===== config.mk =====
export PLATFORM = sky130hd
export DESIGN_NAME = mei_interrupt_unit
export DESIGN_NICKNAME = d
export VERILOG_FILES = /design/src/design/mei_pkg.sv /design/src/design/mei_rise_detect.sv /design/src/design/mei_zero_cross.sv /design/src/design/mei_interrupt_unit.sv
export SDC_FILE = /design/constraint.sdc
export NUM_CORES = 1
export LEC_CHECK = 0
export CAP_MARGIN = 20
export CORE_MARGIN = 2
export CORE_UTILIZATION = 50
export CTS_BUF_LIST = sky130_fd_sc_hd__clkbuf_8
export DETAILED_ROUTE_END_ITERATION = 6
export DONT_BUFFER_PORTS = 1
export HOLD_SLACK_MARGIN = 0.12
export MAX_ROUTING_LAYER = met4
export PLACE_DENSITY = 0.79
export SYNTH_ARGS = -nofsm -noshare
export SYNTH_HDL_FRONTEND = slang
export SYNTH_SLANG_ARGS = --single-unit

===== constraint.sdc =====
create_clock -name mclk_in -period 5.1 [get_ports mclk_in]
set_input_delay 0.255 -clock mclk_in [delete_from_list [all_inputs] [get_ports mclk_in]]
set_output_delay 0.255 -clock mclk_in [all_outputs]
set_load 0.01 [all_outputs]

===== src/design/mei_pkg.sv =====
// Constants shared by the metering event interrupt unit
package mei_pkg;
  // Register port widths
  localparam int ADDR_W = 8;
  localparam int DATA_W = 16;
  localparam int SAMPLE_W = 16;

  // Source counts
  localparam int NUM_PHASES = 3;
  localparam int NUM_PULSES = 4;
  localparam int NUM_ZC = 4;

  // Register offsets
  localparam logic [7:0] MEASURE_FLAG_OFS = 8'h64;
  localparam logic [7:0] MEASURE_ENABLE_OFS = 8'h65;
  localparam logic [7:0] PHASE_STATUS_OFS = 8'h69;
  localparam logic [7:0] REGION_STATUS_OFS = 8'h6A;
  localparam logic [7:0] ZC_THRESHOLD_OFS = 8'h6B;
  localparam logic [7:0] SEG3_UPPER_OFS = 8'h6C;
  localparam logic [7:0] SEG3_LOWER_OFS = 8'h6D;

  // Flag and enable bit positions
  localparam int OVER_LIMIT_BIT = 15;
  localparam int VOLTAGE_DIP_BIT = 14;
  localparam int SEGMENT3_BIT = 13;
  localparam int PULSE_FIRST_BIT = 8;
  localparam int PHASE_A_ZC_BIT = 4;
  localparam logic [15:0] FLAG_IMPL_MASK = 16'hEFF0;

  // Phase status field positions, three bits each (A, B, C)
  localparam int OVERVOLT_LSB = 0;
  localparam int OVERCURR_LSB = 3;
  localparam int DIP_LSB = 6;
  localparam int PHASE_STATUS_W = 9;

  // Values after reset
  localparam logic [15:0] FLAG_RST = 16'h0000;
  localparam logic [15:0] ENABLE_RST = 16'h0000;
  localparam logic [8:0] PHASE_STATUS_RST = 9'h000;
  localparam logic [15:0] ZC_THRESHOLD_RST = 16'h0000;
  localparam logic [15:0] SEG3_UPPER_RST = 16'hFFFF;
  localparam logic [15:0] SEG3_LOWER_RST = 16'h0000;

  // Piecewise region codes of a current RMS
  localparam logic [1:0] REGION_BELOW = 2'h0;
  localparam logic [1:0] REGION_INSIDE = 2'h1;
  localparam logic [1:0] REGION_ABOVE = 2'h2;
endpackage


===== src/design/mei_rise_detect.sv =====
// Rising edge detector for a group of synchronous levels
`timescale 1ns/1ps
module mei_rise_detect #(
  parameter int WIDTH = 4
) (
  input wire logic mclk_in, // System clock
  input wire logic sys_rst_in, // Async reset, active high
  input wire logic ce_in, // Clock enable
  input wire logic [WIDTH-1:0] level_in, // Levels to watch
  output logic [WIDTH-1:0] rise_out // High while a low-to-high step is seen
);
  logic [WIDTH-1:0] level_q;

  // Previous level, frozen with the clock enable
  always_ff @(posedge mclk_in or posedge sys_rst_in) begin
    if (sys_rst_in) begin
      level_q <= '0;
    end else if (ce_in) begin
      level_q <= level_in;
    end
  end

  // Combinational so the flag sets in the same edge as the step
  assign rise_out = level_in & ~level_q;
endmodule // mei_rise_detect


===== src/design/mei_zero_cross.sv =====
// Forward zero-crossing detector with magnitude threshold
`timescale 1ns/1ps
module mei_zero_cross (
  input wire logic mclk_in, // System clock
  input wire logic sys_rst_in, // Async reset, active high
  input wire logic ce_in, // Clock enable
  input wire logic sample_valid_in, // New sample strobe
  input wire logic signed [15:0] sample_in, // Current sample
  input wire logic [15:0] threshold_in, // Zero-crossing threshold
  output logic cross_out // One-cycle pulse on a qualified crossing
);
  logic neg_q;
  logic [15:0] peak_q;
  logic cross_q;
  logic [15:0] mag;

  // Magnitude of a negative sample; 16 bits hold 32768 unsigned
  assign mag = 16'(-sample_in);

  // Track the negative half-wave and its peak magnitude
  always_ff @(posedge mclk_in or posedge sys_rst_in) begin
    if (sys_rst_in) begin
      neg_q <= 1'b0;
      peak_q <= 16'h0000;
    end else if (ce_in && sample_valid_in) begin
      if (sample_in < 0) begin
        neg_q <= 1'b1;
        peak_q <= (mag > peak_q) ? mag : peak_q;
      end else begin
        neg_q <= 1'b0;
        peak_q <= 16'h0000;
      end
    end
  end

  // Noise below the threshold never counts as a crossing
  always_ff @(posedge mclk_in or posedge sys_rst_in) begin
    if (sys_rst_in) begin
      cross_q <= 1'b0;
    end else if (ce_in) begin
      cross_q <= sample_valid_in && !(sample_in < 0) && neg_q && (peak_q > threshold_in);
    end
  end

  assign cross_out = cross_q;
endmodule // mei_zero_cross


===== src/design/mei_interrupt_unit.sv =====
// Event flag, enable and interrupt pin logic of the measurement mode
//
// Chosen here: the plain strobed port and the register addresses.
`timescale 1ns/1ps

module mei_interrupt_unit (
  input wire logic mclk_in, // System clock, 100 MHz
  input wire logic sys_rst_in, // Async reset, active high
  input wire logic ce_in, // Clock enable, freezes all state
  input wire logic [7:0] reg_addr_in, // Register address
  input wire logic [15:0] reg_wdata_in, // Register write data
  input wire logic reg_wr_in, // Write strobe
  input wire logic reg_rd_in, // Read strobe
  output logic [15:0] reg_rdata_out, // Read data, cycle after strobe
  input wire logic [2:0] overvolt_in, // Per-phase overvoltage judgement
  input wire logic [2:0] overcurr_in, // Per-phase overcurrent judgement
  input wire logic [2:0] dip_in, // Per-phase voltage sag judgement
  input wire logic [15:0] irms_a_in, // Phase A current RMS, high bits
  input wire logic [15:0] irms_b_in, // Phase B current RMS, high bits
  input wire logic [15:0] irms_c_in, // Phase C current RMS, high bits
  input wire logic pulse_out_first_in, // First energy pulse output
  input wire logic pulse_out_second_in, // Second energy pulse output
  input wire logic pulse_out_third_in, // Third energy pulse output
  input wire logic pulse_out_fourth_in, // Fourth energy pulse output
  input wire logic sample_valid_in, // Current sample strobe
  input wire logic signed [15:0] sample_a_in, // Phase A current sample
  input wire logic signed [15:0] sample_b_in, // Phase B current sample
  input wire logic signed [15:0] sample_c_in, // Phase C current sample
  input wire logic signed [15:0] sample_n_in, // Neutral current sample
  output logic irq_out_n // Interrupt pin, active low
);
  // Register storage
  logic over_limit_flag_q;
  logic voltage_dip_flag_q;
  logic segment3_change_flag_q;
  logic [3:0] pulse_flag_q;
  logic [3:0] zc_flag_q;
  logic [15:0] enable_q;
  logic [8:0] phase_status_q;
  logic [15:0] zero_cross_threshold_q;
  logic [15:0] segment3_upper_bound_q;
  logic [15:0] segment3_lower_bound_q;
  logic [1:0] region_q [3];
  logic region_live_q;
  logic [15:0] rdata_q;

  // Combinational helpers
  logic [15:0] flag_word;
  logic [15:0] flag_clr;
  logic flag_wr;
  logic [3:0] pulse_level;
  logic [3:0] pulse_rise;
  logic [3:0] zc_cross;
  logic [15:0] irms [3];
  logic signed [15:0] zc_sample [4];
  logic [1:0] region_d [3];
  logic [2:0] region_moved;
  logic [15:0] read_value;
  logic over_event;
  logic dip_event;

  // Address match, shared by write and read decode
  // One function so write and read decode cannot drift apart
  function automatic logic reg_hit(input logic [7:0] addr, input logic [7:0] ofs);
    reg_hit = (addr == ofs);
  endfunction

  // Region of one RMS value against the segment-3 bounds
  function automatic logic [1:0] region_of(input logic [15:0] rms, input logic [15:0] upper,
                                           input logic [15:0] lower);
    if (rms > upper) begin
      region_of = mei_pkg::REGION_ABOVE;
    end else if (rms < lower) begin
      region_of = mei_pkg::REGION_BELOW;
    end else begin
      region_of = mei_pkg::REGION_INSIDE;
    end
  endfunction

  // Source groups packed for the loops below
  assign pulse_level = {pulse_out_fourth_in, pulse_out_third_in, pulse_out_second_in, pulse_out_first_in};
  assign irms[0] = irms_a_in;
  assign irms[1] = irms_b_in;
  assign irms[2] = irms_c_in;
  assign zc_sample[0] = sample_a_in;
  assign zc_sample[1] = sample_b_in;
  assign zc_sample[2] = sample_c_in;
  assign zc_sample[3] = sample_n_in;

  // Any phase judged out of limits or sagging this cycle
  assign over_event = |overvolt_in || |overcurr_in;
  assign dip_event = |dip_in;

  // Write-one-to-clear strobes on the flag register
  assign flag_wr = ce_in && reg_wr_in && reg_hit(reg_addr_in, mei_pkg::MEASURE_FLAG_OFS);
  assign flag_clr = flag_wr ? reg_wdata_in : 16'h0000;

  // Pulse outputs are watched for their low-to-high step
  mei_rise_detect #(
    .WIDTH(mei_pkg::NUM_PULSES)
  ) u_pulse_rise (
    .mclk_in(mclk_in),
    .sys_rst_in(sys_rst_in),
    .ce_in(ce_in),
    .level_in(pulse_level),
    .rise_out(pulse_rise)
  );

  // One crossing detector per current channel: A, B, C, neutral
  generate
    for (genvar g = 0; g < mei_pkg::NUM_ZC; g++) begin : g_zc
      mei_zero_cross u_zc (
        .mclk_in(mclk_in),
        .sys_rst_in(sys_rst_in),
        .ce_in(ce_in),
        .sample_valid_in(sample_valid_in),
        .sample_in(zc_sample[g]),
        .threshold_in(zero_cross_threshold_q),
        .cross_out(zc_cross[g])
      );
    end
  endgenerate

  // Current piecewise region of each phase
  generate
    for (genvar p = 0; p < mei_pkg::NUM_PHASES; p++) begin : g_region
      assign region_d[p] = region_of(irms[p], segment3_upper_bound_q, segment3_lower_bound_q);
      assign region_moved[p] = region_live_q && (region_d[p] != region_q[p]);
    end
  endgenerate

  // Remembered regions; the first valid cycle only primes them
  // Bound writes can move a region too, which counts as a change
  always_ff @(posedge mclk_in or posedge sys_rst_in) begin
    if (sys_rst_in) begin
      region_live_q <= 1'b0;
      for (int p = 0; p < mei_pkg::NUM_PHASES; p++) begin
        region_q[p] <= mei_pkg::REGION_BELOW;
      end
    end else if (ce_in) begin
      region_live_q <= 1'b1;
      for (int p = 0; p < mei_pkg::NUM_PHASES; p++) begin
        region_q[p] <= region_d[p];
      end
    end
  end

  // Over-limit flag; a new event beats a clear in the same cycle
  always_ff @(posedge mclk_in or posedge sys_rst_in) begin
    if (sys_rst_in) begin
      over_limit_flag_q <= 1'b0;
    end else if (ce_in) begin
      if (over_event) begin
        over_limit_flag_q <= 1'b1;
      end else if (flag_clr[mei_pkg::OVER_LIMIT_BIT]) begin
        over_limit_flag_q <= 1'b0;
      end
    end
  end

  // Voltage-dip flag
  always_ff @(posedge mclk_in or posedge sys_rst_in) begin
    if (sys_rst_in) begin
      voltage_dip_flag_q <= 1'b0;
    end else if (ce_in) begin
      if (dip_event) begin
        voltage_dip_flag_q <= 1'b1;
      end else if (flag_clr[mei_pkg::VOLTAGE_DIP_BIT]) begin
        voltage_dip_flag_q <= 1'b0;
      end
    end
  end

  // Segment-3 region change flag
  always_ff @(posedge mclk_in or posedge sys_rst_in) begin
    if (sys_rst_in) begin
      segment3_change_flag_q <= 1'b0;
    end else if (ce_in) begin
      if (|region_moved) begin
        segment3_change_flag_q <= 1'b1;
      end else if (flag_clr[mei_pkg::SEGMENT3_BIT]) begin
        segment3_change_flag_q <= 1'b0;
      end
    end
  end

  // Energy pulse flags, first to fourth at bits 8 to 11
  // A level held high through a clear does not set again
  always_ff @(posedge mclk_in or posedge sys_rst_in) begin
    if (sys_rst_in) begin
      pulse_flag_q <= 4'h0;
    end else if (ce_in) begin
      for (int i = 0; i < mei_pkg::NUM_PULSES; i++) begin
        if (pulse_rise[i]) begin
          pulse_flag_q[i] <= 1'b1;
        end else if (flag_clr[mei_pkg::PULSE_FIRST_BIT + i]) begin
          pulse_flag_q[i] <= 1'b0;
        end
      end
    end
  end

  // Zero-crossing flags, A, B, C, neutral at bits 4 to 7
  // Crossing pulse lags the sample strobe by one edge
  always_ff @(posedge mclk_in or posedge sys_rst_in) begin
    if (sys_rst_in) begin
      zc_flag_q <= 4'h0;
    end else if (ce_in) begin
      for (int i = 0; i < mei_pkg::NUM_ZC; i++) begin
        if (zc_cross[i]) begin
          zc_flag_q[i] <= 1'b1;
        end else if (flag_clr[mei_pkg::PHASE_A_ZC_BIT + i]) begin
          zc_flag_q[i] <= 1'b0;
        end
      end
    end
  end

  // Phase status bits follow the clear of their summary flag
  // Same set-wins order as the summary flags
  always_ff @(posedge mclk_in or posedge sys_rst_in) begin
    if (sys_rst_in) begin
      phase_status_q <= mei_pkg::PHASE_STATUS_RST;
    end else if (ce_in) begin
      for (int p = 0; p < mei_pkg::NUM_PHASES; p++) begin
        if (overvolt_in[p]) begin
          phase_status_q[mei_pkg::OVERVOLT_LSB + p] <= 1'b1;
        end else if (flag_clr[mei_pkg::OVER_LIMIT_BIT]) begin
          phase_status_q[mei_pkg::OVERVOLT_LSB + p] <= 1'b0;
        end
        if (overcurr_in[p]) begin
          phase_status_q[mei_pkg::OVERCURR_LSB + p] <= 1'b1;
        end else if (flag_clr[mei_pkg::OVER_LIMIT_BIT]) begin
          phase_status_q[mei_pkg::OVERCURR_LSB + p] <= 1'b0;
        end
        if (dip_in[p]) begin
          phase_status_q[mei_pkg::DIP_LSB + p] <= 1'b1;
        end else if (flag_clr[mei_pkg::VOLTAGE_DIP_BIT]) begin
          phase_status_q[mei_pkg::DIP_LSB + p] <= 1'b0;
        end
      end
    end
  end

  // Enable register; unimplemented bits stay zero
  // Pin follows it combinationally, so a write acts at once
  always_ff @(posedge mclk_in or posedge sys_rst_in) begin
    if (sys_rst_in) begin
      enable_q <= mei_pkg::ENABLE_RST;
    end else if (ce_in && reg_wr_in && reg_hit(reg_addr_in, mei_pkg::MEASURE_ENABLE_OFS)) begin
      enable_q <= reg_wdata_in & mei_pkg::FLAG_IMPL_MASK;
    end
  end

  // Detector settings
  // A new threshold applies from the next sample on
  always_ff @(posedge mclk_in or posedge sys_rst_in) begin
    if (sys_rst_in) begin
      zero_cross_threshold_q <= mei_pkg::ZC_THRESHOLD_RST;
      segment3_upper_bound_q <= mei_pkg::SEG3_UPPER_RST;
      segment3_lower_bound_q <= mei_pkg::SEG3_LOWER_RST;
    end else if (ce_in && reg_wr_in) begin
      if (reg_hit(reg_addr_in, mei_pkg::ZC_THRESHOLD_OFS)) begin
        zero_cross_threshold_q <= reg_wdata_in;
      end
      if (reg_hit(reg_addr_in, mei_pkg::SEG3_UPPER_OFS)) begin
        segment3_upper_bound_q <= reg_wdata_in;
      end
      if (reg_hit(reg_addr_in, mei_pkg::SEG3_LOWER_OFS)) begin
        segment3_lower_bound_q <= reg_wdata_in;
      end
    end
  end

  // Flag word as software sees it; bits 12 and 3..0 read zero
  always_comb begin
    flag_word = mei_pkg::FLAG_RST;
    flag_word[mei_pkg::OVER_LIMIT_BIT] = over_limit_flag_q;
    flag_word[mei_pkg::VOLTAGE_DIP_BIT] = voltage_dip_flag_q;
    flag_word[mei_pkg::SEGMENT3_BIT] = segment3_change_flag_q;
    for (int i = 0; i < mei_pkg::NUM_PULSES; i++) begin
      flag_word[mei_pkg::PULSE_FIRST_BIT + i] = pulse_flag_q[i];
    end
    for (int i = 0; i < mei_pkg::NUM_ZC; i++) begin
      flag_word[mei_pkg::PHASE_A_ZC_BIT + i] = zc_flag_q[i];
    end
  end

  // Read multiplexer; unmapped addresses answer zero
  // Status words are read-only; writes to them fall through
  always_comb begin
    read_value = 16'h0000;
    if (reg_hit(reg_addr_in, mei_pkg::MEASURE_FLAG_OFS)) begin
      read_value = flag_word;
    end else if (reg_hit(reg_addr_in, mei_pkg::MEASURE_ENABLE_OFS)) begin
      read_value = enable_q;
    end else if (reg_hit(reg_addr_in, mei_pkg::PHASE_STATUS_OFS)) begin
      read_value = {7'h00, phase_status_q};
    end else if (reg_hit(reg_addr_in, mei_pkg::REGION_STATUS_OFS)) begin
      read_value = {10'h000, region_q[2], region_q[1], region_q[0]};
    end else if (reg_hit(reg_addr_in, mei_pkg::ZC_THRESHOLD_OFS)) begin
      read_value = zero_cross_threshold_q;
    end else if (reg_hit(reg_addr_in, mei_pkg::SEG3_UPPER_OFS)) begin
      read_value = segment3_upper_bound_q;
    end else if (reg_hit(reg_addr_in, mei_pkg::SEG3_LOWER_OFS)) begin
      read_value = segment3_lower_bound_q;
    end
  end

  // Read data stand only in the cycle after the strobe
  // Zero outside reads keeps the port quiet on a shared bus
  always_ff @(posedge mclk_in or posedge sys_rst_in) begin
    if (sys_rst_in) begin
      rdata_q <= 16'h0000;
    end else if (ce_in) begin
      rdata_q <= reg_rd_in ? read_value : 16'h0000;
    end
  end

  // Registered read data straight to the port
  assign reg_rdata_out = rdata_q;

  // Pin is a level: low as long as any enabled flag holds
  // No flop on the pin: it falls in the edge the flag sets
  assign irq_out_n = ~|(flag_word & enable_q);
endmodule // mei_interrupt_unit


==> key figures <==
Clock tree
  – Htree depth: 4
  – Post_cts resized: 0
  – TritonCTS buffer count: 17
  – Setup bufs post-CTS: 0
  – CTS root buf: clkbuf_8
  – Clk Latency, worst-skew pair: 480 ps
  – CTS tree: done
  – Clock Path Buffers: 2
  – Clk slew on worst S/H paths: between 100 and 150 ps
  – Hold buffers post-CTS: 89
  – Sink Count: 178

Placement
  – Setup WS pre-CTS: 1300 ps
  – Routability cong.: 0.906
  – IO buf count: 0
  – Post-placement cell area: approximately 0.014 sq mm
  – Hpwl dp: 30200 microns
  – Placed insts: 1753

Layout
  – Post-Route Utilization: 56.6%
  – Fin area: 0.0152 sq mm
  – Nets: 1904
  – Fill cells: 2302
  – Non-filler cells in the finished layout: 1874
  – N_diodes: 0
  – Layout cells sized above 1: 5.61%
  – Syn-to-layout area delta: 11.5%

Global route
  – Total gr overflow: 0
  – GRT Util Overall: 28.1%
  – First-pass GRT wire length: 61300 microns
  – Vias in the first global route: ~12000
  – Largest net degree at the start of global routing: between 80 and 90
  – Initial antenna violation count: 0

Synth
  – Synth Instances: 1448
  – Post-synth top area share: 29.8%
  – Most frequent cells after synthesis: 229 x ha_1, 162 x dfrtp_1, 143 x inv_1
  – Netlist cell types: 69
  – Mapped Nets: 1832
  – Synth top area cells: dfrtp_1 30%, ha_1 21%, inv_1 3.9%
  – Synth async-reset ratio: 100%
  – Main flop type after synthesis: dfrtp_1
  – Seq/Total Area, Yosys: 32.9%
  – Dominant cell type by area after synthesis: dfrtp_1
  – Synthesized cell area: 0.0136 sq mm
  – Post-Syn Area per Cell: 9.38 sq um
  – Most frequent cell after synthesis: ha_1
  – EDFF count, synth: 0
  – Synth Register Bits: 178
  – Synth warn: 0

Hold path
  – Worst Hold Depth: 3
  – Min-delay src: sample_b_in[6]
  – Worst min path class: input port to flop
  – Min-Delay Endpoint: g_zc[1].u_zc.peak_q[6]

Critical path
  – RR Endpoint: g_zc[3].u_zc.peak_q[15]
  – R2r setup slk: approximately 2200 ps
  – Critical path class: input port to flop
  – R2R Path Start: g_zc[3].u_zc.peak_q[9]
  – CP startpoint: sample_c_in[4]
  – CP Data Required Time: ~5500 ps
  – CP startpoint kind: input port
  – Worst setup EP type: flop
  – Worst Path Arrival: 3730 ps
  – R2R cell count: 10
  – CP Max Fanout: 15

Floorplan
  – Starting density of the core: 50.7%
  – Row Count: 60
  – Core region area: 0.0268 sq mm
  – Ports: around 170
  – Chip width: 169 microns
  – Die area: 0.0285 sq mm
  – Die Y: 169 microns

Drt
  – DRT Pass-1 Iters: 7
  – DRC Markers: 0
  – Number of vias per cell: 6.24
  – Final ANT Viol Nets: 0
  – Vias: 11700
  – DR iter-0 viols: between 800 and 900
  – Final WL: 38600 microns
  – Per-cell routed wire length: between 20 and 25 microns

STA
  – Setup Skew: 19.9 ps
  – Period utilisation layout: 65.8%
  – Slew HR: between 30% and 40%
  – Minimum clock period: between 3000 and 4000 ps
  – # setup viols final: 0
  – Worst-Margin Slew: 952 ps
  – Final Hold Fails: 0
  – Hold_ws: 130 ps
  – Achievable Freq: 298 MHz
  – TNS Setup: 0 ps
  – Worst Slack Setup Final: 1750 ps
  – RSZ-0062 raised after global routing: false
  – Slew Viols, Final: 0

Run
  – Max Cap Viol: 0

Outcome
  – Outcome: complete, no violations

Power
  – LEAKAGE: 7.34 nW
  – Maximum VDD drop: 0.000144 V
  – Pwr Density: 229 mW/mm^2
  – Total power: 3.47 mW
## worst max-delay path by stage
stage / end / depth (start not counted) / slack [ps]
finish: g_zc[2].u_zc.peak_q[15] / 14 / 1750
floorplan: enable_q[10] / 1 / 40
global placement: g_zc[2].u_zc.peak_q[15] / 13 / 1370
detailed placement: g_zc[2].u_zc.peak_q[15] / 14 / 1300
global route: g_zc[2].u_zc.peak_q[5] / 15 / 1460
CTS: g_zc[3].u_zc.peak_q[12] / 15 / 1810
## logic make-up (layout without fill, tap and decap cells)
kind of cell	after synthesis	count (layout)	share of synthesized area [%]
DFF	178	178	32.9
xor gates and xnor gates	55	55	3.54
adders and majority gates	229	229	21.1
muxes	40	40	3.17
AOI/OAI and AO/OA	399	399	20.3
and+or+nand+nor	360	360	13.5
buffers and inverters	187	272	5.46
## critical path, cell delays in order
cell and delay (ps):
nor4_1 380, nand2_1 160, or3_1 430, nor3_1 200
xnor2_1 180, ha_1 280, a21o_1 180, a21o_1 160
a21oi_1 120, o21ai_1 90, nor2_1 100, a211o_1 410
a21o_1 410, mux2_1 360
## layer usage
metal	vias up	global-route usage, %	share of wire (%)
met5	-	-	0
met4	0	9.00	2.5
met3	69	5.00	7.5
met2	469	46.7	48
met1	5671	34.8	42
li1	5486	-	-
## final cells by class
class                           instances  area [sq um]  area share [%]
Inverter                              144           546            3.60
Timing Repair Buffer                   96           953            6.29
Clock buffer                           17           234            1.54
Multi-Input combinational cell       1083          8380            55.3
Clock inverter                         15           144           0.949
Tap cell                              341           427            2.82
Sequential cell                       178          4470            29.5
## power by group
group	switching, mW	leakage, nW	internal [mW]	total (mW)
registers	0.113	2.10	1.52	1.64
logic	0.490	5.06	0.402	0.892
clock network	0.582	0.185	0.360	0.943
total	1.19	7.34	2.29	3.47
## cells in the final DEF (no fill, tap or decap), types with 40 or more instances in the layout
cell type	netlist	final
nand4_1	40	40
o21ai_0	87	87
dfrtp_1	162	162
a21oi_1	68	68
inv_1	143	142
nor2_1	55	55
dlygate4sd3_1	0	88
a22o_1	61	61
ha_1	229	229
nand2_1	126	126
## registers in the layout, summed over array words and instances, names as in the netlist, 4 cells and up
name,count
enable_q,11
g_zc.u_zc.cross_out,4
g_zc.u_zc.neg_q,4
g_zc.u_zc.peak_q,64
phase_status_q,9
pulse_flag_q,4
reg_rdata_out,16
region_q,6
segment3_lower_bound_q,16
segment3_upper_bound_q,16
u_pulse_rise.level_q,4
zc_flag_q,4
zero_cross_threshold_q,16
No activity file was read; power rests on OpenSTA's default activity.
